`config.mk`:
```
export PLATFORM = sky130hd
export DESIGN_NAME = wdmc_top
export DESIGN_NICKNAME = d
export VERILOG_FILES = /design/src/include/wdmc_pkg.sv /design/src/rtl/wdmc_sync.sv /design/src/rtl/wdmc_counter.sv /design/src/rtl/wdmc_top.sv
export VERILOG_INCLUDE_DIRS = /design/src /design/src/include
export SDC_FILE = /design/constraint.sdc
export NUM_CORES = 1
export LEC_CHECK = 0
export BUFFER_PORTS_ARGS = -buffer_cell sky130_fd_sc_hd__buf_4
export CORE_ASPECT_RATIO = 0.8
export CORE_MARGIN = 1.5
export CORE_UTILIZATION = 45
export CTS_CLUSTER_SIZE = 24
export DETAILED_ROUTE_END_ITERATION = 12
export HOLD_SLACK_MARGIN = 0.12
export PLACE_DENSITY = 0.71
export REMOVE_ABC_BUFFERS = 1
export SLEW_MARGIN = 30
export SYNTH_ARGS = -nofsm -noshare
export SYNTH_HDL_FRONTEND = slang
export SYNTH_SLANG_ARGS = --single-unit
```
`constraint.sdc`:
```
create_clock -name clk -period 1.7 [get_ports clk]
set_input_delay 0.17 -clock clk [delete_from_list [all_inputs] [get_ports clk]]
set_output_delay 0.17 -clock clk [all_outputs]
set_load 0.01 [all_outputs]
```
`src/include/wdmc_regs.svh`:
```
`ifndef WDMC_REGS_SVH
`define WDMC_REGS_SVH

// ----------------------------------------------------------------
// Register map
// ----------------------------------------------------------------
`define WDMC_ADDR_CTRL 4'h0
`define WDMC_ADDR_CAUSE 4'h1
`define WDMC_ADDR_IRQ_STAT 4'h2
`define WDMC_ADDR_IRQ_MASK 4'h3

// ----------------------------------------------------------------
// Control/status field positions
// ----------------------------------------------------------------
`define WDMC_BIT_FLAG 7
`define WDMC_BIT_IE 6
`define WDMC_BIT_PS3 5
`define WDMC_BIT_UNLOCK 4
`define WDMC_BIT_RE 3
`define WDMC_BIT_CAUSE 3
`define WDMC_BIT_RESTART 0

// ----------------------------------------------------------------
// Interrupt status bits
// ----------------------------------------------------------------
`define WDMC_EV_TIMEOUT 0
`define WDMC_EV_RESET 1

// ----------------------------------------------------------------
// Reset values and timing
// ----------------------------------------------------------------
`define WDMC_CTRL_RESET 8'h00
`define WDMC_UNLOCK_CYCLES 3'h4
`define WDMC_BASE_COUNT 21'h000800
`define WDMC_MAX_CODE 4'h9

`endif

```
`src/include/wdmc_pkg.sv`:
```
package wdmc_pkg;

  // Watchdog operating mode
  typedef enum logic [4:0] {
    WDMC_STOPPED = 5'h01,
    WDMC_IRQ = 5'h02,
    WDMC_RESET = 5'h04,
    WDMC_IRQ_RESET = 5'h08,
    WDMC_FORCED = 5'h10
  } wdmc_mode_t;

  // Configuration carried to the counter
  typedef struct packed {
    logic run;
    logic [3:0] period;
  } wdmc_cfg_t;

  // Register bus request
  typedef struct packed {
    logic wr;
    logic rd;
    logic [3:0] addr;
    logic [7:0] wdata;
  } wdmc_bus_t;

endpackage

```
`src/rtl/wdmc_sync.sv`:
```
`timescale 1ns/1ns
// Two-flop synchroniser; first stage is read only by the second
module wdmc_sync (
  // Clock and reset
  input wire logic clk,
  input wire logic rst_n,
  // Data
  input wire logic d,
  output logic q
);
  logic meta_reg;

  // ----------------------------------------------------------------
  // Stages
  // ----------------------------------------------------------------
  always_ff @(posedge clk or negedge rst_n) begin
    if (!rst_n) begin
      meta_reg <= 1'b0;
      q <= 1'b0;
    end else begin
      meta_reg <= d;
      q <= meta_reg;
    end
  end
endmodule

```
`src/rtl/wdmc_counter.sv`:
```
`timescale 1ns/1ns
`include "wdmc_regs.svh"
// Counts watchdog oscillator ticks and flags a time-out
module wdmc_counter (
  // Clock and reset
  input wire logic clk,
  input wire logic rst_n,
  // Control
  input wire wdmc_pkg::wdmc_cfg_t cfg,
  input wire logic tick,
  input wire logic restart,
  // Result
  output logic timeout
);
  logic [20:0] count_reg;
  logic [20:0] limit;
  logic [3:0] code;

  // Reserved codes fold onto the longest period
  // reserved code fold
  assign code = (cfg.period > `WDMC_MAX_CODE) ? `WDMC_MAX_CODE : cfg.period;
  assign limit = `WDMC_BASE_COUNT << code;

  // ----------------------------------------------------------------
  // Tick counter
  // ----------------------------------------------------------------
  // count oscillator ticks
  always_ff @(posedge clk or negedge rst_n) begin
    if (!rst_n) begin
      count_reg <= 21'h000000;
      timeout <= 1'b0;
    end else begin
      timeout <= 1'b0;
      if (restart || !cfg.run) begin
        count_reg <= 21'h000000;
      end else if (tick) begin
        if (count_reg + 21'h000001 >= limit) begin
          count_reg <= 21'h000000;
          timeout <= 1'b1;
        end else begin
          count_reg <= count_reg + 21'h000001;
        end
      end
    end
  end
endmodule

```
`src/rtl/wdmc_top.sv`:
```
`timescale 1ns/1ns
`include "wdmc_regs.svh"
//
// Contract
// - Irq enable, global enable, no reset enable: interrupt on every time-out.
// - Both enables: first time-out sets flag and interrupts, no reset.
// - Taking the vector in that mode clears irq enable and flag.
// - Unserviced interrupt at next time-out in that mode resets the system.
// - Reset/irq enable pair selects stopped, interrupt, reset or combined.
// - Clearing reset enable or changing period needs the unlock bit.
// - Hardware clears the unlock bit four clocks after it is written.
// - Reset-cause flag forces reset enable set; clear cause first.
// - Period select is bit 5 plus bits 2..0.
// - Codes 0 to 9 give 2048 doubling up to 1048576 ticks.
// - Counter counts ticks of the separate watchdog oscillator.
// - Always-on fuse forces reset mode, reset enable 1, irq enable 0.
// - Time-out flag cleared by the vector or by writing one.
//
module wdmc_top (
  // Clock and reset
  input wire logic clk,
  input wire logic resetn,
  // Register port
  input wire logic [3:0] addr,
  input wire logic [7:0] wdata,
  input wire logic wr_en,
  input wire logic rd_en,
  output logic [7:0] rdata,
  // Core side
  input wire logic global_irq_en,
  input wire logic vector_taken,
  input wire logic wdr_pulse,
  // Pins and fuse
  input wire logic osc_clk_pin,
  input wire logic always_on_fuse,
  // Outputs
  output logic wd_irq_req,
  output logic wd_system_reset,
  output logic irq
);
  // ----------------------------------------------------------------
  // Declarations
  // ----------------------------------------------------------------
  logic rst_a_reg, rst_n;
  logic osc_s, osc_d_reg, tick;
  logic fuse_s;
  logic wd_irq_enable_reg, wd_irq_enable_next;
  logic wd_reset_enable_reg, wd_reset_enable_next;
  logic wd_change_unlock_reg, wd_change_unlock_next;
  logic wd_timeout_flag_reg, wd_timeout_flag_next;
  logic wd_reset_cause_flag_reg, wd_reset_cause_flag_next;
  logic [3:0] wd_period_select_reg, wd_period_select_next;
  logic [2:0] unlock_cnt_reg, unlock_cnt_next;
  logic [1:0] stat_reg, stat_next, mask_reg;
  logic [7:0] rdata_next;
  logic timeout, eff_re, eff_ie, wr_ctrl, wr_cause, unlocked;
  logic fire_irq, fire_reset;
  logic [3:0] wr_period;
  wdmc_pkg::wdmc_mode_t mode;
  wdmc_pkg::wdmc_cfg_t cfg;
  wdmc_pkg::wdmc_bus_t bus;

  // Packing of the control/status byte for reads
  function automatic logic [7:0] pack_ctrl(input logic flag, input logic ie,
                                           input logic [3:0] ps, input logic unl,
                                           input logic re);
    pack_ctrl = {flag, ie, ps[3], unl, re, ps[2:0]};
  endfunction

  // ----------------------------------------------------------------
  // Reset release and input synchronisers
  // ----------------------------------------------------------------
  always_ff @(posedge clk or negedge resetn) begin
    if (!resetn) begin
      rst_a_reg <= 1'b0;
      rst_n <= 1'b0;
    end else begin
      rst_a_reg <= 1'b1;
      rst_n <= rst_a_reg;
    end
  end

  wdmc_sync u_osc_sync (
    .clk(clk),
    .rst_n(rst_n),
    .d(osc_clk_pin),
    .q(osc_s)
  );

  wdmc_sync u_fuse_sync (
    .clk(clk),
    .rst_n(rst_n),
    .d(always_on_fuse),
    .q(fuse_s)
  );

  // Rising edge of the slow oscillator, sampled after synchronising
  always_ff @(posedge clk or negedge rst_n) begin
    if (!rst_n) begin
      osc_d_reg <= 1'b0;
    end else begin
      osc_d_reg <= osc_s;
    end
  end
  assign tick = osc_s & ~osc_d_reg;

  // ----------------------------------------------------------------
  // Bus decode
  // ----------------------------------------------------------------
  assign bus = '{wr: wr_en, rd: rd_en, addr: addr, wdata: wdata};
  assign wr_ctrl = bus.wr && (bus.addr == `WDMC_ADDR_CTRL);
  assign wr_cause = bus.wr && (bus.addr == `WDMC_ADDR_CAUSE);
  assign wr_period = {bus.wdata[`WDMC_BIT_PS3], bus.wdata[2:0]};
  assign unlocked = wd_change_unlock_reg;

  // ----------------------------------------------------------------
  // Effective mode
  // ----------------------------------------------------------------
  // cause flag forces reset enable; fuse override
  assign eff_re = fuse_s | wd_reset_cause_flag_reg | wd_reset_enable_reg;
  assign eff_ie = ~fuse_s & wd_irq_enable_reg;

  always_comb begin
    unique case ({fuse_s, eff_re, eff_ie})
      3'b000: mode = wdmc_pkg::WDMC_STOPPED;
      3'b001: mode = wdmc_pkg::WDMC_IRQ;
      3'b010: mode = wdmc_pkg::WDMC_RESET;
      3'b011: mode = wdmc_pkg::WDMC_IRQ_RESET;
      default: mode = wdmc_pkg::WDMC_FORCED;
    endcase
  end

  assign cfg = '{run: (mode != wdmc_pkg::WDMC_STOPPED), period: wd_period_select_reg};

  wdmc_counter u_counter (
    .clk(clk),
    .rst_n(rst_n),
    .cfg(cfg),
    .tick(tick),
    .restart(wdr_pulse),
    .timeout(timeout)
  );

  // Time-out actions per mode
  // first time-out only flags; unserviced means reset
  assign fire_reset = timeout && ((mode == wdmc_pkg::WDMC_RESET) ||
                                  (mode == wdmc_pkg::WDMC_FORCED) ||
                                  ((mode == wdmc_pkg::WDMC_IRQ_RESET) && wd_timeout_flag_reg));
  assign fire_irq = timeout && ((mode == wdmc_pkg::WDMC_IRQ) ||
                                ((mode == wdmc_pkg::WDMC_IRQ_RESET) && !wd_timeout_flag_reg));

  // ----------------------------------------------------------------
  // Control register next state
  // ----------------------------------------------------------------
  always_comb begin
    wd_irq_enable_next = wd_irq_enable_reg;
    wd_reset_enable_next = wd_reset_enable_reg;
    wd_change_unlock_next = wd_change_unlock_reg;
    wd_timeout_flag_next = wd_timeout_flag_reg;
    wd_reset_cause_flag_next = wd_reset_cause_flag_reg;
    wd_period_select_next = wd_period_select_reg;
    unlock_cnt_next = unlock_cnt_reg;
    if (wr_ctrl) begin
      wd_irq_enable_next = bus.wdata[`WDMC_BIT_IE];
      // Setting reset enable is always allowed
      if (bus.wdata[`WDMC_BIT_RE]) begin
        wd_reset_enable_next = 1'b1;
      end else if (unlocked && !wd_reset_cause_flag_reg) begin
        // clear only inside window; cause must be clear
        wd_reset_enable_next = 1'b0;
      end
      // period change only inside window; one write
      if (unlocked) begin
        wd_period_select_next = wr_period;
      end
      // write one to clear the flag
      if (bus.wdata[`WDMC_BIT_FLAG]) begin
        wd_timeout_flag_next = 1'b0;
      end
      if (bus.wdata[`WDMC_BIT_UNLOCK]) begin
        wd_change_unlock_next = 1'b1;
        unlock_cnt_next = `WDMC_UNLOCK_CYCLES;
      end else begin
        wd_change_unlock_next = 1'b0;
      end
    end else if (wd_change_unlock_reg) begin
      unlock_cnt_next = unlock_cnt_reg - 3'h1;
      if (unlock_cnt_reg == 3'h1) begin
        wd_change_unlock_next = 1'b0;
      end
    end
    if (vector_taken && wd_timeout_flag_reg) begin
      wd_timeout_flag_next = 1'b0;
      if (mode == wdmc_pkg::WDMC_IRQ_RESET) begin
        wd_irq_enable_next = 1'b0;
      end
    end
    // Hardware set wins over any clear
    if (fire_irq) begin
      wd_timeout_flag_next = 1'b1;
    end
    if (wr_cause && !bus.wdata[`WDMC_BIT_CAUSE]) begin
      wd_reset_cause_flag_next = 1'b0;
    end
    if (fire_reset) begin
      wd_reset_cause_flag_next = 1'b1;
    end
    if (fuse_s) begin
      wd_reset_enable_next = 1'b1;
      wd_irq_enable_next = 1'b0;
    end
  end

  // ----------------------------------------------------------------
  // Interrupt status; a read of the status clears it, set wins
  // ----------------------------------------------------------------
  always_comb begin
    stat_next = stat_reg;
    if (bus.rd && (bus.addr == `WDMC_ADDR_IRQ_STAT)) begin
      stat_next = 2'h0;
    end
    if (fire_irq) begin
      stat_next[`WDMC_EV_TIMEOUT] = 1'b1;
    end
    if (fire_reset) begin
      stat_next[`WDMC_EV_RESET] = 1'b1;
    end
  end

  // ----------------------------------------------------------------
  // Read mux
  // ----------------------------------------------------------------
  always_comb begin
    rdata_next = 8'h00;
    if (bus.rd) begin
      unique case (bus.addr)
        `WDMC_ADDR_CTRL: rdata_next = pack_ctrl(wd_timeout_flag_reg, eff_ie,
                                                wd_period_select_reg,
                                                wd_change_unlock_reg, eff_re);
        `WDMC_ADDR_CAUSE: rdata_next = {4'h0, wd_reset_cause_flag_reg, 3'h0};
        `WDMC_ADDR_IRQ_STAT: rdata_next = {6'h00, stat_reg};
        `WDMC_ADDR_IRQ_MASK: rdata_next = {6'h00, mask_reg};
        default: rdata_next = 8'h00;
      endcase
    end
  end

  // ----------------------------------------------------------------
  // State registers
  // ----------------------------------------------------------------
  always_ff @(posedge clk or negedge rst_n) begin
    if (!rst_n) begin
      wd_irq_enable_reg <= 1'b0;
      wd_reset_enable_reg <= 1'b0;
      wd_change_unlock_reg <= 1'b0;
      wd_timeout_flag_reg <= 1'b0;
      wd_reset_cause_flag_reg <= 1'b0;
      wd_period_select_reg <= 4'h0;
      unlock_cnt_reg <= 3'h0;
      stat_reg <= 2'h0;
    end else begin
      wd_irq_enable_reg <= wd_irq_enable_next;
      wd_reset_enable_reg <= wd_reset_enable_next;
      wd_change_unlock_reg <= wd_change_unlock_next;
      wd_timeout_flag_reg <= wd_timeout_flag_next;
      wd_reset_cause_flag_reg <= wd_reset_cause_flag_next;
      wd_period_select_reg <= wd_period_select_next;
      unlock_cnt_reg <= unlock_cnt_next;
      stat_reg <= stat_next;
    end
  end

  // Mask register and registered outputs
  always_ff @(posedge clk or negedge rst_n) begin
    if (!rst_n) begin
      mask_reg <= 2'h0;
      rdata <= 8'h00;
      wd_irq_req <= 1'b0;
      wd_system_reset <= 1'b0;
      irq <= 1'b0;
    end else begin
      if (bus.wr && (bus.addr == `WDMC_ADDR_IRQ_MASK)) begin
        mask_reg <= bus.wdata[1:0];
      end
      rdata <= rdata_next;
      // request needs global enable and irq enable
      wd_irq_req <= wd_timeout_flag_next & global_irq_en & eff_ie;
      wd_system_reset <= fire_reset;
      irq <= |(stat_next & mask_reg);
    end
  end
endmodule

```
Word level (Yosys, flattened, before mapping):

Index checks and enable logic that the tools add are counted.

* flip-flop bits (word level): 56
* bits of input ports: 21
* output and inout bits: 11
* word-level logic and storage cells: 113

* $add $sub $neg: 2
* $lt $le $gt $ge: 2
* equal/unequal tests: 13
* shift-type cells: 1
* multiplexer cells: 34
* bitwise operators: 9
* reductions and logical operators: 30

Operators by type and width (number)
* $mux 21: 3
* $pmux 8 s4: 1
* $mux 1: 23
* $add 21x1->21 const B: 1
* $ge 21x21->1: 1
* $shl 12x4->21 const A: 1
* $pmux 5 s4: 1
* $logic_and 1x1->1: 11
* $mux 3: 3
* $eq 4x2->1 const B: 2
* $mux 8: 1
* $reduce_bool 2->1: 4
* $eq 3x1->1 const B: 2
* $eq 3x2->1 const B: 2
* $reduce_and 2->1: 3
* $eq 5x2->1 const B: 1
* $eq 5x3->1 const B: 1
* $eq 5x4->1 const B: 1
* $eq 5x5->1 const B: 1
* $ne 5x1->1 const B: 1
* $and 1x1->1: 4
* $eq 4x1->1 const B: 1
* $gt 4x4->1 const B: 1
* $logic_not 1->1: 4
* 12 further kinds: 17

Longest topological paths before layout:

* word-level depth: 11
* depth in mapped cells: 12
* gate-level depth less buffers: 11

By module:

From an unflattened synthesis, not the netlist that was laid out.

* cells, all modules: 332
* area total of the unflattened synthesis: 3181.8 um^2

By module, submodules not included
* wdmc_counter: instances 1, cells each 217, area an instance 1774.2 um^2, seq. area each 550.5 um^2
* wdmc_top: instances 1, cells each 111, area an instance 1307.5 um^2, seq. area each 750.7 um^2
* wdmc_sync: instances 2, cells each 2, area an instance 50.0 um^2, seq. area each 50.0 um^2

Least setup slack after synthesis:

Ideal clock, no wire load.

* path type: flip-flop to flip-flop
* start point: reg u_counter.count_reg[0]
* end point: reg u_counter.count_reg[8]
* setup time: 0.082 ns
* data arrival time: 3.047 ns
* required time: 1.618 ns
* path slack: -1.428 ns
* cell stages (with the launch flop): 13
* buffers on the path: 1
* period minus slack after synthesis: 3.128 ns
* cells stage by stage: dfrtp_1 ha_1 inv_1 or3_2 nor2_1 xnor2_1 ha_1 a2111oi_0 o21ai_1 a211oi_4 buf_4 o21ai_0 a31oi_1

* cells in the longest elaborated chain, start to end: 5

RTL lines
* from (decl): RTL line wdmc_counter.sv:15 `logic [20:0] count_reg;`
* from (signal assigned): RTL line wdmc_counter.sv:41 `count_reg <= count_reg + 21'h000001;`
* $add 21x1->21 (*): RTL line wdmc_counter.sv:37, wdmc_counter.sv:41
* $ge 21x21->1: RTL line wdmc_counter.sv:37 `if (count_reg + 21'h000001 >= limit) begin`
* $mux 21 (*): RTL line wdmc_counter.sv:37
* $mux 21 (*): RTL line wdmc_counter.sv:36 `end else if (tick) begin`
* $mux 21 (*): RTL line wdmc_counter.sv:34 `if (restart || !cfg.run) begin`

Every way passes the cells marked *; elsewhere a longest branch is shown, timed or not. The select of a mux whose other input is x is not followed.
A chain may end at the register's enable or synchronous reset.

Final worst setup path:

* start point: reg u_counter.count_reg[2]
* end point: reg u_counter.count_reg[9]

Same word-level chain as after synthesis.

==> impl_metrics.ini <==
[floorplanning]
core-area_um2 = 6310
die_y_um = 75.0
initial_core_util_pct = 46.2
ios = 32
die_w_um = 93.0
rows = 26
die_area_um2 = 6970

[global_route]
gr-total-overflow = 0
grt_start_max_net_pins = 47
antenna_found_initial = 0
grt_pass1_vias = 2558
grt_usage_pct = 22.4
grt_pass1_wl_mm = 12.2

[outcome]
violations = setup timing
status = finished, violations left

[pwr]
switching_share_pct = 34.0
seqPwrFrac_pct = 45.5
ir_drop_v = 0.000559
power.internal_mw = 2.34
power_density_nw_per_um2 = 818
p_leak_nw = 2.03
totalPowerFinal_mw = 3.54
clkPwrFrac_pct = 21.1
p_switching_mw = 1.20
combPwrFrac_pct = 33.4

[route]
vias_per_cell = 5.65
detail-route-antenna-nets = 0
detail_route.wl_per_cell_um = 16.8
drtIter0Drc = 242
drt-pass1-iter-count = 5
drc = 0
vias = 2803
wl_mm = 8.34

[placement]
place_inst = 462
pre_cts_ws_ns = -1.41
gp_congestion = 0.828
io_buffers = 31
dp_hpwl_mm = 5.15
placed_cell_area_um2 = 3720

[logic_synthesis]
ys_ff_latch = 56
syn_inst = 291
ys.warnings.count = 0
synth_seq_area_share_pct = 48.1
synth-main-ff-cell = dfrtp_1
avgSynthCellArea_um2 = 10.0
async_flop_share_pct = 100
ys_types = 57
synth-edff-count = 0
synth_area_um2 = 2920

[critical_path]
path_cells = nand4_4, or3_4, buf_4, nor2_2, xor2_1, ha_1, a21oi_2, o21ai_1, a21oi_1, buf_4, inv_1, o32ai_1
arrival_ns = 3.26
cpLargestDelayFamily = compound AO/OA/AOI/OAI gates
worstPathMaxFanout = 6
cpPeakStageDelay_ns = 0.43
critPathBufInv = 3
reg2reg_from = u_counter.count_reg[2]
worst_path_max_delay_cell = or3_4
worst_setup_path_end_kind = flop
cp_data_required_time_ns = 1.91
crit_path_start_kind = flop
cp_common_cell = buf_4
critPathKind = reg -> reg
crit_path_start = u_counter.count_reg[2]

[layout]
antennaDiodeCount = 0
largest_register_ffs = 21
final_cell_area_um2 = 4330
final_cells = 496
layout-drive-gt1-share_pct = 40.8
synthToLayoutAreaGrowth_pct = 48.4
num-nets-final = 445

[min_path]
hp-class = reg -> async

[clock_network]
clkLatencyLatePin_ns = 0.31
clk_path_buf_depth = 2
clk_pin_slew_worst_paths_ns = 0.11
cts_tree = yes
cts_made_buffers = 5
root_buffer = clkbuf_8
clock_sinks = 56
h-tree-depth = 2

[timing]
drv_slew = 0
finalCritPeriodShare_pct = 180
fmax_mhz = 328
min_period_ns = 3.05
whs_ns = 0.123
hold_viol = 0
rsz0062_at_grt = yes
clock_skew_ns = 0.00702
setup_viol = 22
fin_ws_ns = -1.35

[job]
cap_violations = 0
## per-layer routing
metal	GRT usage, %	up-vias	part of all wire [%]
li1	-	1298	-
met1	30.7	1367	44
met2	36.1	126	49
met3	4.75	12	6.6
met4	7.58	0	1.1
met5	0	-	0
## power by group through the flow
stage	clock network, mW	registers [mW]	logic, mW
finish	0.748	1.61	1.18
CTS	0.758	1.60	1.07
detailed placement	0	1.63	0.986
floorplan	0	1.64	0.503
global route	0.798	1.63	1.28
global placement	0	1.62	0.935
## final timing paths
check	to	slack, ns	cells past startpoint
setup / recovery	u_counter.count_reg[9]	-1.35	12
hold / removal	u_fuse_sync.meta_reg	0.12	0
setup reg to reg	u_counter.count_reg[9]	-1.35	12
hold reg to reg	u_fuse_sync.meta_reg	0.12	0
max in group asynchronous	u_counter.count_reg[0]	1.05	1
min in group clk	rdata[3]	0.13	2
## final cells by class
cell class	instances	area (um2)
Clock buffer	6	72.6
Sequential cell	56	1400
Timing Repair Buffer	120	1000
Fill cell	441	1990
Multi-Input combinational cell	217	1690
Tap cell	84	105
Clock inverter	2	16.3
Inverter	11	41.3
## repair_timing
item | 4_1_cts | 5_1_grt
hold buffers | 10 | 0
endpoints found under the setup margin | 22 | 22
endpoints found under the hold margin | 13 | 0
pin swaps | 15 | 31
gates resized for setup | 21 | 30
gates cloned | 1 | 1
setup buffers | 8 | 8
## metrics by stage
stage | util (%) | setup TNS [ns]
after floorplan | - | -32.20
after detailed placement | 58.9 | -28.85
final | 68.5 | -27.65
after CTS | 64.9 | -24.38
after global placement | 58.9 | -26.12
after global routing | 68.5 | -29.51
## synthesized netlist by cell type (6+ instances only)
cell	count	share of area, %
mux2_2	6	2.3
o21ai_0	10	1.7
a31oi_1	13	2.8
inv_1	11	1.4
dfrtp_1	56	48
nand3_1	13	2.2
nand4_1	7	1.5
nor2_1	22	2.8
ha_1	13	5.6
nand2_1	34	4.4
nor3_1	8	1.4
xor2_1	7	2.1
a21oi_1	16	2.7
## cell families (layout without fill, tap and decap cells)
logic type	count (synthesis)	count (layout)	share of synthesized area, %
AO/OA/AOI/OAI	62	62	14.2
other	1	1	0.129
flip-flops	56	56	48.1
multiplexers	9	9	3.35
adder cells (fa/ha/maj)	13	13	5.58
AND/OR/NAND/NOR	120	120	22.1
buffers and inverters	18	139	2.96
XOR/XNOR	12	12	3.61
## cells in the final DEF, fill, tap and decap left out, drive strengths merged, types with 8 or more instances in the layout
cell         count
a21oi           16
nor3            10
buf            109
nand3           13
o21ai           11
nand2           34
nand4            8
dfrtp           56
ha              13
a31oi           13
dlygate4sd3     10
inv             11
nor2            22
(Power assumes the default switching activity.)
